### src/shared/pgm_consts.vh
// constants for the power-good and overload monitor
`ifndef PGM_CONSTS_VH
`define PGM_CONSTS_VH
`define PGM_CLK_MHZ 20
`define PGM_GATE_US 800
// cycle counts below are the microsecond figures times the clock in MHz
`define PGM_GATE_CYC 16'h3e80
`define PGM_BUCK_ILIM_US 20
`define PGM_BUCK_ILIM_CYC 16'h0190
`define PGM_BOOST_CURRENT_LIMIT_SETTING_US 64
`define PGM_BOOST_CURRENT_LIMIT_SETTING_CYC 16'h0500
`define PGM_QUAL_MS 1
`define PGM_QUAL_CYC 16'h4e20
`define PGM_DEB_CYC 16'h0014
`define PGM_CW 16
// apb map, byte addresses
`define PGM_A_CTRL 12'h000
`define PGM_A_FLAGS 12'h004
`define PGM_A_STAT 12'h008
`define PGM_A_PGF 12'h00c
// flags register bit positions
`define PGM_F_B1SC 0
`define PGM_F_B2SC 1
`define PGM_F_BSTSC 2
`define PGM_F_B1IL 3
`define PGM_F_B2IL 4
`define PGM_F_BSTIL 5
`define PGM_F_TSD 6
`define PGM_F_OVP 7
`define PGM_F_RST 8
`define PGM_NFLAG 9
`define PGM_NRAIL 3
`define PGM_CTRL_RST 16'h0000
`endif

### src/rtl/pgm_timer.v
// qualification counter: output high after condition held for LIMIT cycles
`timescale 1ns/1ps
`include "pgm_consts.vh"
module pgm_timer #(
   parameter [`PGM_CW-1:0] LIMIT = 16'h0001
) (
   // clock and reset
   input wire CORE_CLK,
   input wire RESET_N,
   // condition and result
   input wire COND,
   output wire DONE
);
   reg [`PGM_CW-1:0] cnt_reg;
   reg [`PGM_CW-1:0] cnt_next;
   always @* begin
      cnt_next = cnt_reg;
      if (!COND) begin
         cnt_next = {`PGM_CW{1'b0}};
      end else if (cnt_reg != LIMIT) begin
         cnt_next = cnt_reg + 16'h0001;
      end
   end
   always @(posedge CORE_CLK) begin
      if (!RESET_N) begin
         cnt_reg <= {`PGM_CW{1'b0}};
      end else begin
         cnt_reg <= cnt_next;
      end
   end
   assign DONE = COND && (cnt_reg == LIMIT);
endmodule

### src/rtl/pgm_monitor.v
// power-good and overload monitor with apb register access
//
// What this block does
// - power-good low until standby reached
// - unselected rail always counts acceptable
// - disabled rail counts acceptable unless its short flag is pending
// - start delay: gated ok, continuous faulty
// - startup: gated ok for 800us, continuous faulty until valid
// - valid only after debounce inside window
// - debounced excursion flags fault both modes
// - voltage ramp: gated 800us grace, continuous faulty
// - shutdown, ramp-down, discharge count acceptable
// - pending short flag forces fault
// - thermal or overvoltage flag forces fault
// - undervoltage lockout drives power-good low
// - output active only when no fault present
// - output from fault bits and top flags
// - buck limit 20us sets flag, interrupt low
// - live current-limit status readable
// - no buck limit flag during start or ramp
// - buck below 350mV disables, sets short flag
// - boost limit 64us sets flag, interrupt low
// - boost 150mV below input disables after 1ms
// - boost at 2.5V stops, 1ms later flagged
// - negative limit sets no flag
// - fault bits latched until written one
`timescale 1ns/1ps
`include "pgm_consts.vh"
module pgm_monitor (
   // clock and reset
   input wire CORE_CLK,
   input wire RESET_N,
   // apb slave
   input wire PSEL,
   input wire PENABLE,
   input wire PWRITE,
   input wire [11:0] PADDR,
   input wire [31:0] PWDATA,
   output wire PREADY,
   output wire PSLVERR,
   output reg [31:0] PRDATA,
   // device state and supply
   input wire STANDBY_REACHED,
   input wire UVLO_ACTIVE,
   input wire THERMAL_SD_EVENT,
   input wire INPUT_OVP_EVENT,
   input wire REG_RESET_EVENT,
   // per rail, bit0 buck1, bit1 buck2, bit2 boost
   input wire [2:0] RAIL_ENABLE_PIN,
   input wire [2:0] START_DELAY_ACTIVE,
   input wire [2:0] STARTUP_ACTIVE,
   input wire [2:0] VOLT_RAMP_ACTIVE,
   input wire [2:0] SHUTDOWN_ACTIVE,
   input wire [2:0] RAIL_IN_WINDOW,
   input wire [2:0] PEAK_LIMIT_ACTIVE,
   input wire [2:0] NEG_LIMIT_ACTIVE,
   input wire [1:0] BUCK_BELOW_350MV,
   input wire BOOST_BELOW_INPUT,
   input wire BOOST_BELOW_2V5,
   // outputs
   output reg [1:0] POWER_GOOD_OUTPUT,
   output reg INTERRUPT_OUT_N,
   output reg [2:0] RAIL_DISABLE,
   output reg BOOST_SWITCH_STOP
);
   ////////////////////////////////////////////////////////////////////////////
   // registers
   // ctrl: [2:0] buck/boost enable bits, [5:3] pin control, [8:6] select pg0,
   // [11:9] select pg1, [12] mode pg0, [13] mode pg1
   reg [15:0] ctrl_reg;
   reg [`PGM_NFLAG-1:0] flag_reg;
   wire [`PGM_NFLAG-1:0] flag_next;
   reg [5:0] pgf_reg;
   wire [5:0] pgf_next;
   wire wr = PSEL && PENABLE && PWRITE;
   wire [2:0] en_bit = ctrl_reg[2:0];
   wire [2:0] pin_ctl = ctrl_reg[5:3];
   wire [5:0] sel = ctrl_reg[11:6];
   wire [1:0] mode = ctrl_reg[13:12];
   wire addr_ok = (PADDR == `PGM_A_CTRL) || (PADDR == `PGM_A_FLAGS) ||
                  (PADDR == `PGM_A_STAT) || (PADDR == `PGM_A_PGF);
   assign PREADY = 1'b1;
   assign PSLVERR = PSEL && PENABLE && !addr_ok;
   ////////////////////////////////////////////////////////////////////////////
   // qualification timers
   wire [2:0] gate_done;
   wire [2:0] valid_q;
   wire [2:0] excur_q;
   wire [2:0] ilim_q;
   wire [1:0] bsc_q;
   wire bst_low_q;
   wire bst_2v5_q;
   wire [2:0] rail_on;
   genvar g;
   generate
      for (g = 0; g < `PGM_NRAIL; g = g + 1) begin : rail
         // gate window spans start-up and ramp; it restarts with each ramp
         pgm_timer #(.LIMIT(`PGM_GATE_CYC)) u_gate (
            .CORE_CLK(CORE_CLK),
            .RESET_N(RESET_N),
            .COND(STARTUP_ACTIVE[g] || VOLT_RAMP_ACTIVE[g]),
            .DONE(gate_done[g])
         );
         pgm_timer #(.LIMIT(`PGM_DEB_CYC)) u_valid (
            .CORE_CLK(CORE_CLK),
            .RESET_N(RESET_N),
            .COND(RAIL_IN_WINDOW[g]),
            .DONE(valid_q[g])
         );
         pgm_timer #(.LIMIT(`PGM_DEB_CYC)) u_excur (
            .CORE_CLK(CORE_CLK),
            .RESET_N(RESET_N),
            .COND(!RAIL_IN_WINDOW[g]),
            .DONE(excur_q[g])
         );
         // the negative limit input is only observed, never counted
         pgm_timer #(.LIMIT((g == 2) ? `PGM_BOOST_CURRENT_LIMIT_SETTING_CYC : `PGM_BUCK_ILIM_CYC)) u_ilim (
            .CORE_CLK(CORE_CLK),
            .RESET_N(RESET_N),
            .COND(PEAK_LIMIT_ACTIVE[g] && rail_on[g]),
            .DONE(ilim_q[g])
         );
         assign rail_on[g] = pin_ctl[g] ? RAIL_ENABLE_PIN[g] : en_bit[g];
      end
      for (g = 0; g < 2; g = g + 1) begin : buck
         pgm_timer #(.LIMIT(`PGM_QUAL_CYC)) u_sc (
            .CORE_CLK(CORE_CLK),
            .RESET_N(RESET_N),
            .COND(BUCK_BELOW_350MV[g] && rail_on[g]),
            .DONE(bsc_q[g])
         );
      end
   endgenerate
   pgm_timer #(.LIMIT(`PGM_QUAL_CYC)) u_bst_low (
      .CORE_CLK(CORE_CLK),
      .RESET_N(RESET_N),
      .COND(BOOST_BELOW_INPUT && rail_on[2]),
      .DONE(bst_low_q)
   );
   pgm_timer #(.LIMIT(`PGM_QUAL_CYC)) u_bst_2v5 (
      .CORE_CLK(CORE_CLK),
      .RESET_N(RESET_N),
      .COND(BOOST_SWITCH_STOP),
      .DONE(bst_2v5_q)
   );
   ////////////////////////////////////////////////////////////////////////////
   // rail fault evaluation, one entry per output and rail
   // entry e covers rail e mod 3 as seen by output e / 3
   wire [5:0] faulty_condition;
   genvar e;
   generate
      for (e = 0; e < 2 * `PGM_NRAIL; e = e + 1) begin : pgsrc
         localparam integer RI = e % `PGM_NRAIL;
         localparam integer PI = e / `PGM_NRAIL;
         wire watched;
         wire short_pending;
         wire rail_idle;
         wire late;
         reg bad;
         assign watched = sel[e];
         assign short_pending = flag_reg[RI];
         // host or pin disable, shutdown delay, ramp-down and discharge all
         // look alike here: the rail is on its way out
         assign rail_idle = !rail_on[RI] || SHUTDOWN_ACTIVE[RI] || RAIL_DISABLE[RI];
         // gated grace ends once the window is over and the rail is still invalid
         assign late = gate_done[RI] && !valid_q[RI];
         always @* begin
            bad = 1'b0;
            if (!watched) begin
               bad = 1'b0;
            end else if (short_pending) begin
               bad = 1'b1;
            end else if (rail_idle) begin
               bad = 1'b0;
            end else if (START_DELAY_ACTIVE[RI]) begin
               bad = mode[PI];
            end else if (VOLT_RAMP_ACTIVE[RI]) begin
               // continuous mode reports the whole ramp as faulty
               bad = mode[PI] ? 1'b1 : late;
            end else if (STARTUP_ACTIVE[RI]) begin
               bad = mode[PI] ? !valid_q[RI] : late;
            end else begin
               bad = excur_q[RI];
            end
         end
         assign faulty_condition[e] = bad;
      end
   endgenerate
   ////////////////////////////////////////////////////////////////////////////
   // sticky flags; a set in the same cycle as a write-one clear wins
   wire ctrl_wr = wr && (PADDR == `PGM_A_CTRL);
   wire flags_wr = wr && (PADDR == `PGM_A_FLAGS);
   wire pgf_wr = wr && (PADDR == `PGM_A_PGF);
   wire [2:0] ilim_set;
   wire [`PGM_NFLAG-1:0] flag_set;
   // limit timers keep counting through start-up and ramps, so a limit that
   // outlasts the ramp is flagged on the first cycle after it
   assign ilim_set = ilim_q & ~(STARTUP_ACTIVE | VOLT_RAMP_ACTIVE);
   assign flag_set[`PGM_F_B1SC] = bsc_q[0];
   assign flag_set[`PGM_F_B2SC] = bsc_q[1];
   assign flag_set[`PGM_F_BSTSC] = bst_low_q || bst_2v5_q;
   assign flag_set[`PGM_F_B1IL] = ilim_set[0];
   assign flag_set[`PGM_F_B2IL] = ilim_set[1];
   assign flag_set[`PGM_F_BSTIL] = ilim_set[2];
   // thermal and overvoltage cannot clear while the event persists
   assign flag_set[`PGM_F_TSD] = THERMAL_SD_EVENT;
   assign flag_set[`PGM_F_OVP] = INPUT_OVP_EVENT;
   assign flag_set[`PGM_F_RST] = REG_RESET_EVENT;
   genvar f;
   generate
      for (f = 0; f < `PGM_NFLAG; f = f + 1) begin : sticky
         // write one to clear
         assign flag_next[f] = flag_set[f] || (flag_reg[f] && !(flags_wr && PWDATA[f]));
      end
      for (f = 0; f < 2 * `PGM_NRAIL; f = f + 1) begin : pgfault
         // fault bits latch until written one
         assign pgf_next[f] = faulty_condition[f] || (pgf_reg[f] && !(pgf_wr && PWDATA[f]));
      end
   endgenerate
   ////////////////////////////////////////////////////////////////////////////
   // power-good, interrupt and rail control next values
   // thermal, overvoltage and the register-reset flag hold both outputs off
   wire pg_block;
   wire [1:0] pg_next;
   wire int_n_next;
   wire [2:0] rdis_next;
   assign pg_block = !STANDBY_REACHED || UVLO_ACTIVE ||
      flag_next[`PGM_F_TSD] || flag_next[`PGM_F_OVP] ||
      flag_next[`PGM_F_RST];
   genvar o;
   generate
      for (o = 0; o < 2; o = o + 1) begin : pgout
         // any latched fault bit of this output keeps it inactive
         assign pg_next[o] = !pg_block && (pgf_next[o*`PGM_NRAIL +: `PGM_NRAIL] == 3'h0);
      end
   endgenerate
   assign int_n_next = (flag_next == {`PGM_NFLAG{1'b0}});
   // short flags hold the rail off; clearing lets it retry
   assign rdis_next = flag_next[2:0] | {3{flag_next[`PGM_F_TSD] | flag_next[`PGM_F_OVP]}};
   ////////////////////////////////////////////////////////////////////////////
   // read data, captured in the setup cycle of a read
   wire rd_setup = PSEL && !PENABLE && !PWRITE;
   reg [31:0] prdata_next;
   always @* begin
      prdata_next = PRDATA;
      if (rd_setup) begin
         case (PADDR)
            `PGM_A_CTRL: begin
               prdata_next = {16'h0000, ctrl_reg};
            end
            `PGM_A_FLAGS: begin
               prdata_next = {23'h000000, flag_reg};
            end
            `PGM_A_STAT: begin
               // live limit status bits
               prdata_next = {26'h0000000, NEG_LIMIT_ACTIVE, PEAK_LIMIT_ACTIVE};
            end
            `PGM_A_PGF: begin
               prdata_next = {26'h0000000, pgf_reg};
            end
            default: begin
               prdata_next = 32'h00000000;
            end
         endcase
      end
   end
   ////////////////////////////////////////////////////////////////////////////
   // clocked state
   always @(posedge CORE_CLK) begin
      if (!RESET_N) begin
         ctrl_reg <= `PGM_CTRL_RST;
      end else if (ctrl_wr) begin
         ctrl_reg <= PWDATA[15:0];
      end
   end
   always @(posedge CORE_CLK) begin
      if (!RESET_N) begin
         flag_reg <= {`PGM_NFLAG{1'b0}};
         pgf_reg <= 6'h00;
      end else begin
         flag_reg <= flag_next;
         pgf_reg <= pgf_next;
      end
   end
   // rail control outputs
   always @(posedge CORE_CLK) begin
      if (!RESET_N) begin
         RAIL_DISABLE <= 3'h0;
         BOOST_SWITCH_STOP <= 1'b0;
      end else begin
         RAIL_DISABLE <= rdis_next;
         BOOST_SWITCH_STOP <= rail_on[2] && BOOST_BELOW_2V5;
      end
   end
   // status outputs follow the next flag state, one edge after the cause
   always @(posedge CORE_CLK) begin
      if (!RESET_N) begin
         POWER_GOOD_OUTPUT <= 2'h0;
         INTERRUPT_OUT_N <= 1'b1;
      end else begin
         POWER_GOOD_OUTPUT <= pg_next;
         INTERRUPT_OUT_N <= int_n_next;
      end
   end
   always @(posedge CORE_CLK) begin
      if (!RESET_N) begin
         PRDATA <= 32'h00000000;
      end else begin
         PRDATA <= prdata_next;
      end
   end
endmodule

### config.mk
export PLATFORM = sky130hd
export DESIGN_NAME = pgm_monitor
export DESIGN_NICKNAME = d
export VERILOG_FILES = /design/src/rtl/pgm_timer.v /design/src/rtl/pgm_monitor.v
export VERILOG_INCLUDE_DIRS = /design/src /design/src/shared
export SDC_FILE = /design/constraint.sdc
export NUM_CORES = 1
export LEC_CHECK = 0
export ABC_AREA = 0
export ABC_CLOCK_PERIOD_IN_PS = 3600
export BUFFER_PORTS_ARGS = -buffer_cell sky130_fd_sc_hd__buf_2
export CORE_MARGIN = 3
export CORE_UTILIZATION = 30
export CTS_CLUSTER_DIAMETER = 150
export DETAILED_ROUTE_END_ITERATION = 10
export SLEW_MARGIN = 20
export SYNTH_ARGS = -nofsm -noshare
export SYNTH_HDL_FRONTEND = slang
export SYNTH_SLANG_ARGS = --single-unit
export TNS_END_PERCENT = 5
### constraint.sdc
create_clock -name CORE_CLK -period 3.6 [get_ports CORE_CLK]
set_clock_uncertainty 0.2 [all_clocks]
set_input_delay 0.72 -clock CORE_CLK [delete_from_list [all_inputs] [get_ports CORE_CLK]]
set_output_delay 0.72 -clock CORE_CLK [all_outputs]
set_load 0.03 [all_outputs]
**Word level (Yosys, flattened, before mapping)**

Cells that the tools add are included.

- Input bits: 82
- Logic and storage cells: 280
- Output and inout port bits: 41
- Bits in registers: 326

- Add/subtract/negate cells: 16
- Bitwise operators: 6
- Mux-type cells: 52
- Equal/unequal tests: 35
- Reductions and logical operators: 147

Operators by type and width:

| cell | number |
|---|---|
| $add A16 B1 Y16 const B | 16 |
| $eq A16 B5 Y1 const B | 6 |
| $ne A16 B5 Y1 const B | 6 |
| $logic_and A1 B1 Y1 | 66 |
| $eq A16 B15 Y1 const B | 4 |
| $ne A16 B15 Y1 const B | 4 |
| $pmux W16 S4 | 1 |
| $mux W1 | 51 |
| $eq A16 B14 Y1 const B | 3 |
| $ne A16 B14 Y1 const B | 3 |
| $eq A16 B9 Y1 const B | 2 |
| $logic_or A1 B1 Y1 | 32 |
| $ne A16 B9 Y1 const B | 2 |
| $logic_not A1 Y1 | 29 |
| $reduce_and A2 Y1 | 13 |
| $eq A12 B4 Y1 const B | 2 |
| $eq A16 B11 Y1 const B | 1 |
| $ne A16 B11 Y1 const B | 1 |
| $eq A12 B3 Y1 const B | 1 |
| $logic_not A12 Y1 | 1 |
| $logic_not A9 Y1 | 1 |
| $logic_not A3 Y1 | 2 |
| $or A3 B3 Y3 | 2 |
| $reduce_or A2 Y1 | 3 |
| other kinds (4) | 4 |

**Logic depth before layout (Yosys ltp)**

- Depth after elaboration: 14
- Gate-level depth with buffers: 9
- Depth with buffers taken out: 8

**Cells and area by module**

A second synthesis with hierarchy kept.

- Cells, all modules: 1,830
- Area total of the unflattened synthesis: 15,837.7 um^2

Modules (own cells, without submodules):

| module | cells each | instances | area an instance (um^2) |
|---|---|---|---|
| pgm_timer (rail[0].u_excur ...) | 97 | 6 | 849.6 |
| pgm_monitor | 346 | 1 | 2,906.5 |
| pgm_timer (buck[0].u_sc ...) | 89 | 3 | 778.2 |
| pgm_timer (rail[0].u_gate ...) | 91 | 3 | 762.0 |
| pgm_timer (rail[0].u_ilim ...) | 88 | 2 | 793.3 |
| pgm_timer (u_bst_low) | 98 | 1 | 852.1 |
| pgm_timer (rail[2].u_ilim) | 88 | 1 | 774.5 |

**Least setup slack after synthesis**

No wires, ideal clock.

- Path type: input -> register
- Start: input port PADDR[1]
- End: register ctrl_reg[10]
- Data required time: 3.284 ns
- Stages on the path: 7
- Path slack: 0.692 ns
- Library setup time: 0.116 ns
- Data arrival time: 2.592 ns
- Cells stage by stage: or4_1 nor4_4 nand2b_4 nor3_4 buf_8 mux2i_1 nor2b_1

- Cells in the longest elaborated chain, start to end: 2

Ends and longest elaborated chain:

| element | line | RTL |
|---|---|---|
| from (decl) | pgm_monitor.v:37 | `input wire [11:0] PADDR,` |
| $logic_not A12 Y1 | n/a |  |
| $logic_and A1 B1 Y1 | pgm_monitor.v:191 | `` wire ctrl_wr = wr && (PADDR == `PGM_A_CTRL); `` |
| to (signal assigned) | pgm_monitor.v:271 | `` ctrl_reg <= `PGM_CTRL_RST; `` |
| to (signal assigned) | pgm_monitor.v:273 | `ctrl_reg <= PWDATA[15:0];` |
| to (decl) | pgm_monitor.v:70 | `reg [15:0] ctrl_reg;` |

Every way passes these cells.
A chain may end at the register's enable or synchronous reset.

**Worst setup path after layout**

- Start: input port PADDR[1]
- End: output port PSLVERR

- Cells in the longest elaborated chain, start to end: 6
- Elaborated cells on any way between the ends: 9
- Those cells by class: 3 x eq/ne; 6 x reduce/logical

Ends and longest elaborated chain:

| element | line | RTL |
|---|---|---|
| $eq A12 B3 Y1 or $logic_not A12 Y1 (tied branches) | n/a |  |
| $logic_or A1 B1 Y1 (2 in a row) | pgm_monitor.v:80 | `` wire addr_ok = (PADDR == `PGM_A_CTRL) \|\| (PADDR == `PGM_A_FLAGS) \|\| `` |
| $logic_or A1 B1 Y1 (*) | pgm_monitor.v:80 |  |
| $logic_not A1 Y1 (*) | pgm_monitor.v:83 | `assign PSLVERR = PSEL && PENABLE && !addr_ok;` |
| $logic_and A1 B1 Y1 (*) | pgm_monitor.v:83 |  |
| to (decl) | pgm_monitor.v:40 | `output wire PSLVERR,` |

Every way passes the cells marked *; elsewhere a longest branch is shown, timed or not.

==> flow_metrics.py <==
metrics = {
    "yosys": {
        "syn_area_um2": 14400,
        "yosysSeqAreaShare": 0.431,
        "ys_types": 59,
        "ys_ff_latch": 310,
        "synth_ff_type": "dfxtp_1",
        "synth_compound_area_frac": 0.0604,
        "synthXorXnorAreaFrac": 0.119,
        "synth_fa_ha_area_frac": 0.0278,
        "syn_avg_cell_area_um2": 8.59,
        "ys_warn_count": 0,
        "synth_edf_count": 0,
        "async_flop_share": 0,
        "synth-simple-area-share": 0.297,
        "muxShareOfSynthArea": 0.0295,
        "synth_top_family_by_area": "simple AND/OR/NAND/NOR gates",
        "synth_cells": 1677,
    },
    "final_layout": {
        "utilization": 0.356,
        "drive_above_1_share": 0.101,
        "finalNonFillerCells": 2416,
        "seqCellArea_um2": 6210,
        "fin_area_um2": 16700,
        "nets": 1892,
        "final_common_cell": "dfxtp_1",
        "fillCellCount": 4752,
        "final_cell_mix": "310 x dfxtp_1, 284 x nor2_1, 117 x nand2_1, 117 x xor2_1, 116 x nand3_1",
        "multi_input_area_um2": 7760,
        "synthToLayoutAreaGrowth_pct": 16.1,
    },
    "clock_network": {
        "cts_tree": "built",
        "clk_latency_ns": 0.55,
        "post_cts_buffers": 0,
        "cts_max_level": 2,
        "clk_pin_slew_worst_paths_ns": 0.06,
        "clock_sinks": 310,
        "cts_root_buf": "clkbuf_16",
        "cts_hold_buf": 0,
        "post_cts_resized": 0,
        "cts_buffer_depth": 3,
        "numCtsBuffers": 36,
    },
    "pwr": {
        "p_leak_uw": 0.00560,
        "peakVddDrop_mv": 0.251,
        "power_density_nw_per_um2": 449,
    },
    "timing": {
        "rsz0062_at_grt": "false",
        "hold-worst-slack_ns": 0.200,
        "fin_crit_ns": 2.85,
        "period_share": 0.791,
        "hold_viol": 0,
        "worst_pin_slew_ns": 1.09,
        "finalSetupViolations": 0,
        "finalSetupTns_ns": 0,
        "slew_headroom": 0.271,
        "max_freq_mhz": 351,
        "finalMaxSlewViolations": 0,
    },
    "detailed_routing": {
        "routed_wl_um": 33900,
        "vias": 11728,
        "drt_iter0_markers": 596,
        "wl_per_cell_um": 14.0,
        "drt-pass1-iter-count": 5,
        "viasPerCell": 4.85,
        "drtAntennaViolNets": 0,
        "drc": 0,
    },
    "worst_setup_path": {
        "path_max_fanout": 3,
        "crit_type": "input pin to output pin",
        "startpoint_type": "input pin",
        "setup.worst_path.end_class": "output pin",
        "worstPathArrival_ns": 1.93,
        "cp.required_ns": 2.68,
    },
    "floorplanning": {
        "initial_core_util": 0.307,
        "dieWidth_um": 225,
        "die_area_um2": 50700,
        "die_h_um": 225,
        "io_pins": 123,
        "rows": 79,
        "core_region_area_um2": 47000,
    },
    "global_routing": {
        "grt_pass1_vias": 11031,
        "grt_antenna_before_repair": 5,
        "grt_overflow": 0,
        "grt_start_max_net_pins": 30,
        "grt_use_total": 0.132,
        "grt_pass1_wl_um": 55300,
    },
    "placement": {
        "hpwl_um": 24800,
        "port_buffers": 89,
        "gp_congestion": 0.808,
        "placed_cell_area_um2": 15500,
        "dp_cells": 2347,
    },
    "job": {
        "cap_violations": 0,
    },
    "run_status": {
        "outcome": "completed",
    },
    "hold_path": {
        "hold_path_class": "input pin to register",
    },
}
==> stage by stage <==
stage | total power (uW) | worst slack [ns]
after floorplan | 3690 | 0.692
after global placement | 3780 | 0.538
after detailed placement | 3780 | 0.471
after CTS | 7620 | 0.744
after global routing | 7790 | 0.691
final | 7510 | 0.752
==> area by class of cell <==
class,count,area share
repair buffers,99,0.0311
inverters,62,0.0139
multi-input cells,1269,0.464
diodes,3,0.000449
well taps,607,0.0454
clock buffers,49,0.0604
flip-flops and latches,310,0.371
clock inverters,17,0.0136
==> cell families (layout without fill, tap and decap cells) <==
| family | count (synthesis) | count (layout) |
|---|---|---|
| simple gates | 837 | 837 |
| mux | 34 | 34 |
| buf+inv | 113 | 227 |
| flops | 310 | 310 |
| fa+ha+maj | 32 | 32 |
| xor+xnor | 196 | 196 |
| other cells | 2 | 20 |
| compound gates | 153 | 153 |
==> worst max-delay path, cell delays in order <==
cell and delay [ns]:
buf_2 0.09, or4_1 0.65, nor4_4 0.20, nor2_1 0.08, buf_2 0.18
==> report_power, final <==
group,switching [uW],total [uW],internal (uW)
combinational,158,239,81.6
sequential,21.0,3470,3450
clock,1510,3800,2280
total,1690,7510,5810
==> layer usage <==
layer / global-route usage / vias up / share of wire
li1: - / 5953 / -
met1: 0.176 / 5529 / 0.47
met2: 0.211 / 183 / 0.45
met3: 0.0330 / 57 / 0.052
met4: 0.0414 / 6 / 0.025
met5: 0 / - / 0.0012
==> path summary, 6_finish.rpt <==
path	from	end	slack, ns	cells after the start
worst min-delay path	BOOST_BELOW_2V5	BOOST_SWITCH_STOP	0.20	2
worst max register to register	rail[1].u_gate.cnt_reg[2]	pgf_reg[4]	0.87	6
worst max-delay path	PADDR[1]	PSLVERR	0.75	5
worst min register to register	buck[1].u_sc.cnt_reg[11]	buck[1].u_sc.cnt_reg[11]	0.30	2
==> synth_stat cells (6+ instances only) <==
library cell | number | area [um2]
dfxtp_1 | 310 | 6210
and2_1 | 14 | 87.6
a21boi_0 | 9 | 67.6
and4_1 | 14 | 123
nand4_1 | 56 | 350
buf_4 | 17 | 128
inv_1 | 62 | 233
nand2b_1 | 6 | 37.5
a22oi_1 | 9 | 67.6
o21ai_0 | 47 | 235
or3_1 | 44 | 275
and3_1 | 36 | 225
nand2_1 | 117 | 439
xor2_1 | 117 | 1020
nor2b_1 | 37 | 231
mux4_2 | 6 | 135
clkbuf_1 | 29 | 109
mux2i_1 | 21 | 210
nor4bb_1 | 14 | 140
nor3_1 | 33 | 165
nor4b_1 | 25 | 219
ha_1 | 32 | 400
xnor2_1 | 79 | 692
nor4_1 | 20 | 125
nand3_1 | 116 | 581
mux2_2 | 7 | 78.8
nor2_1 | 284 | 1070
a21oi_1 | 65 | 325
(Power assumes the default switching activity.)
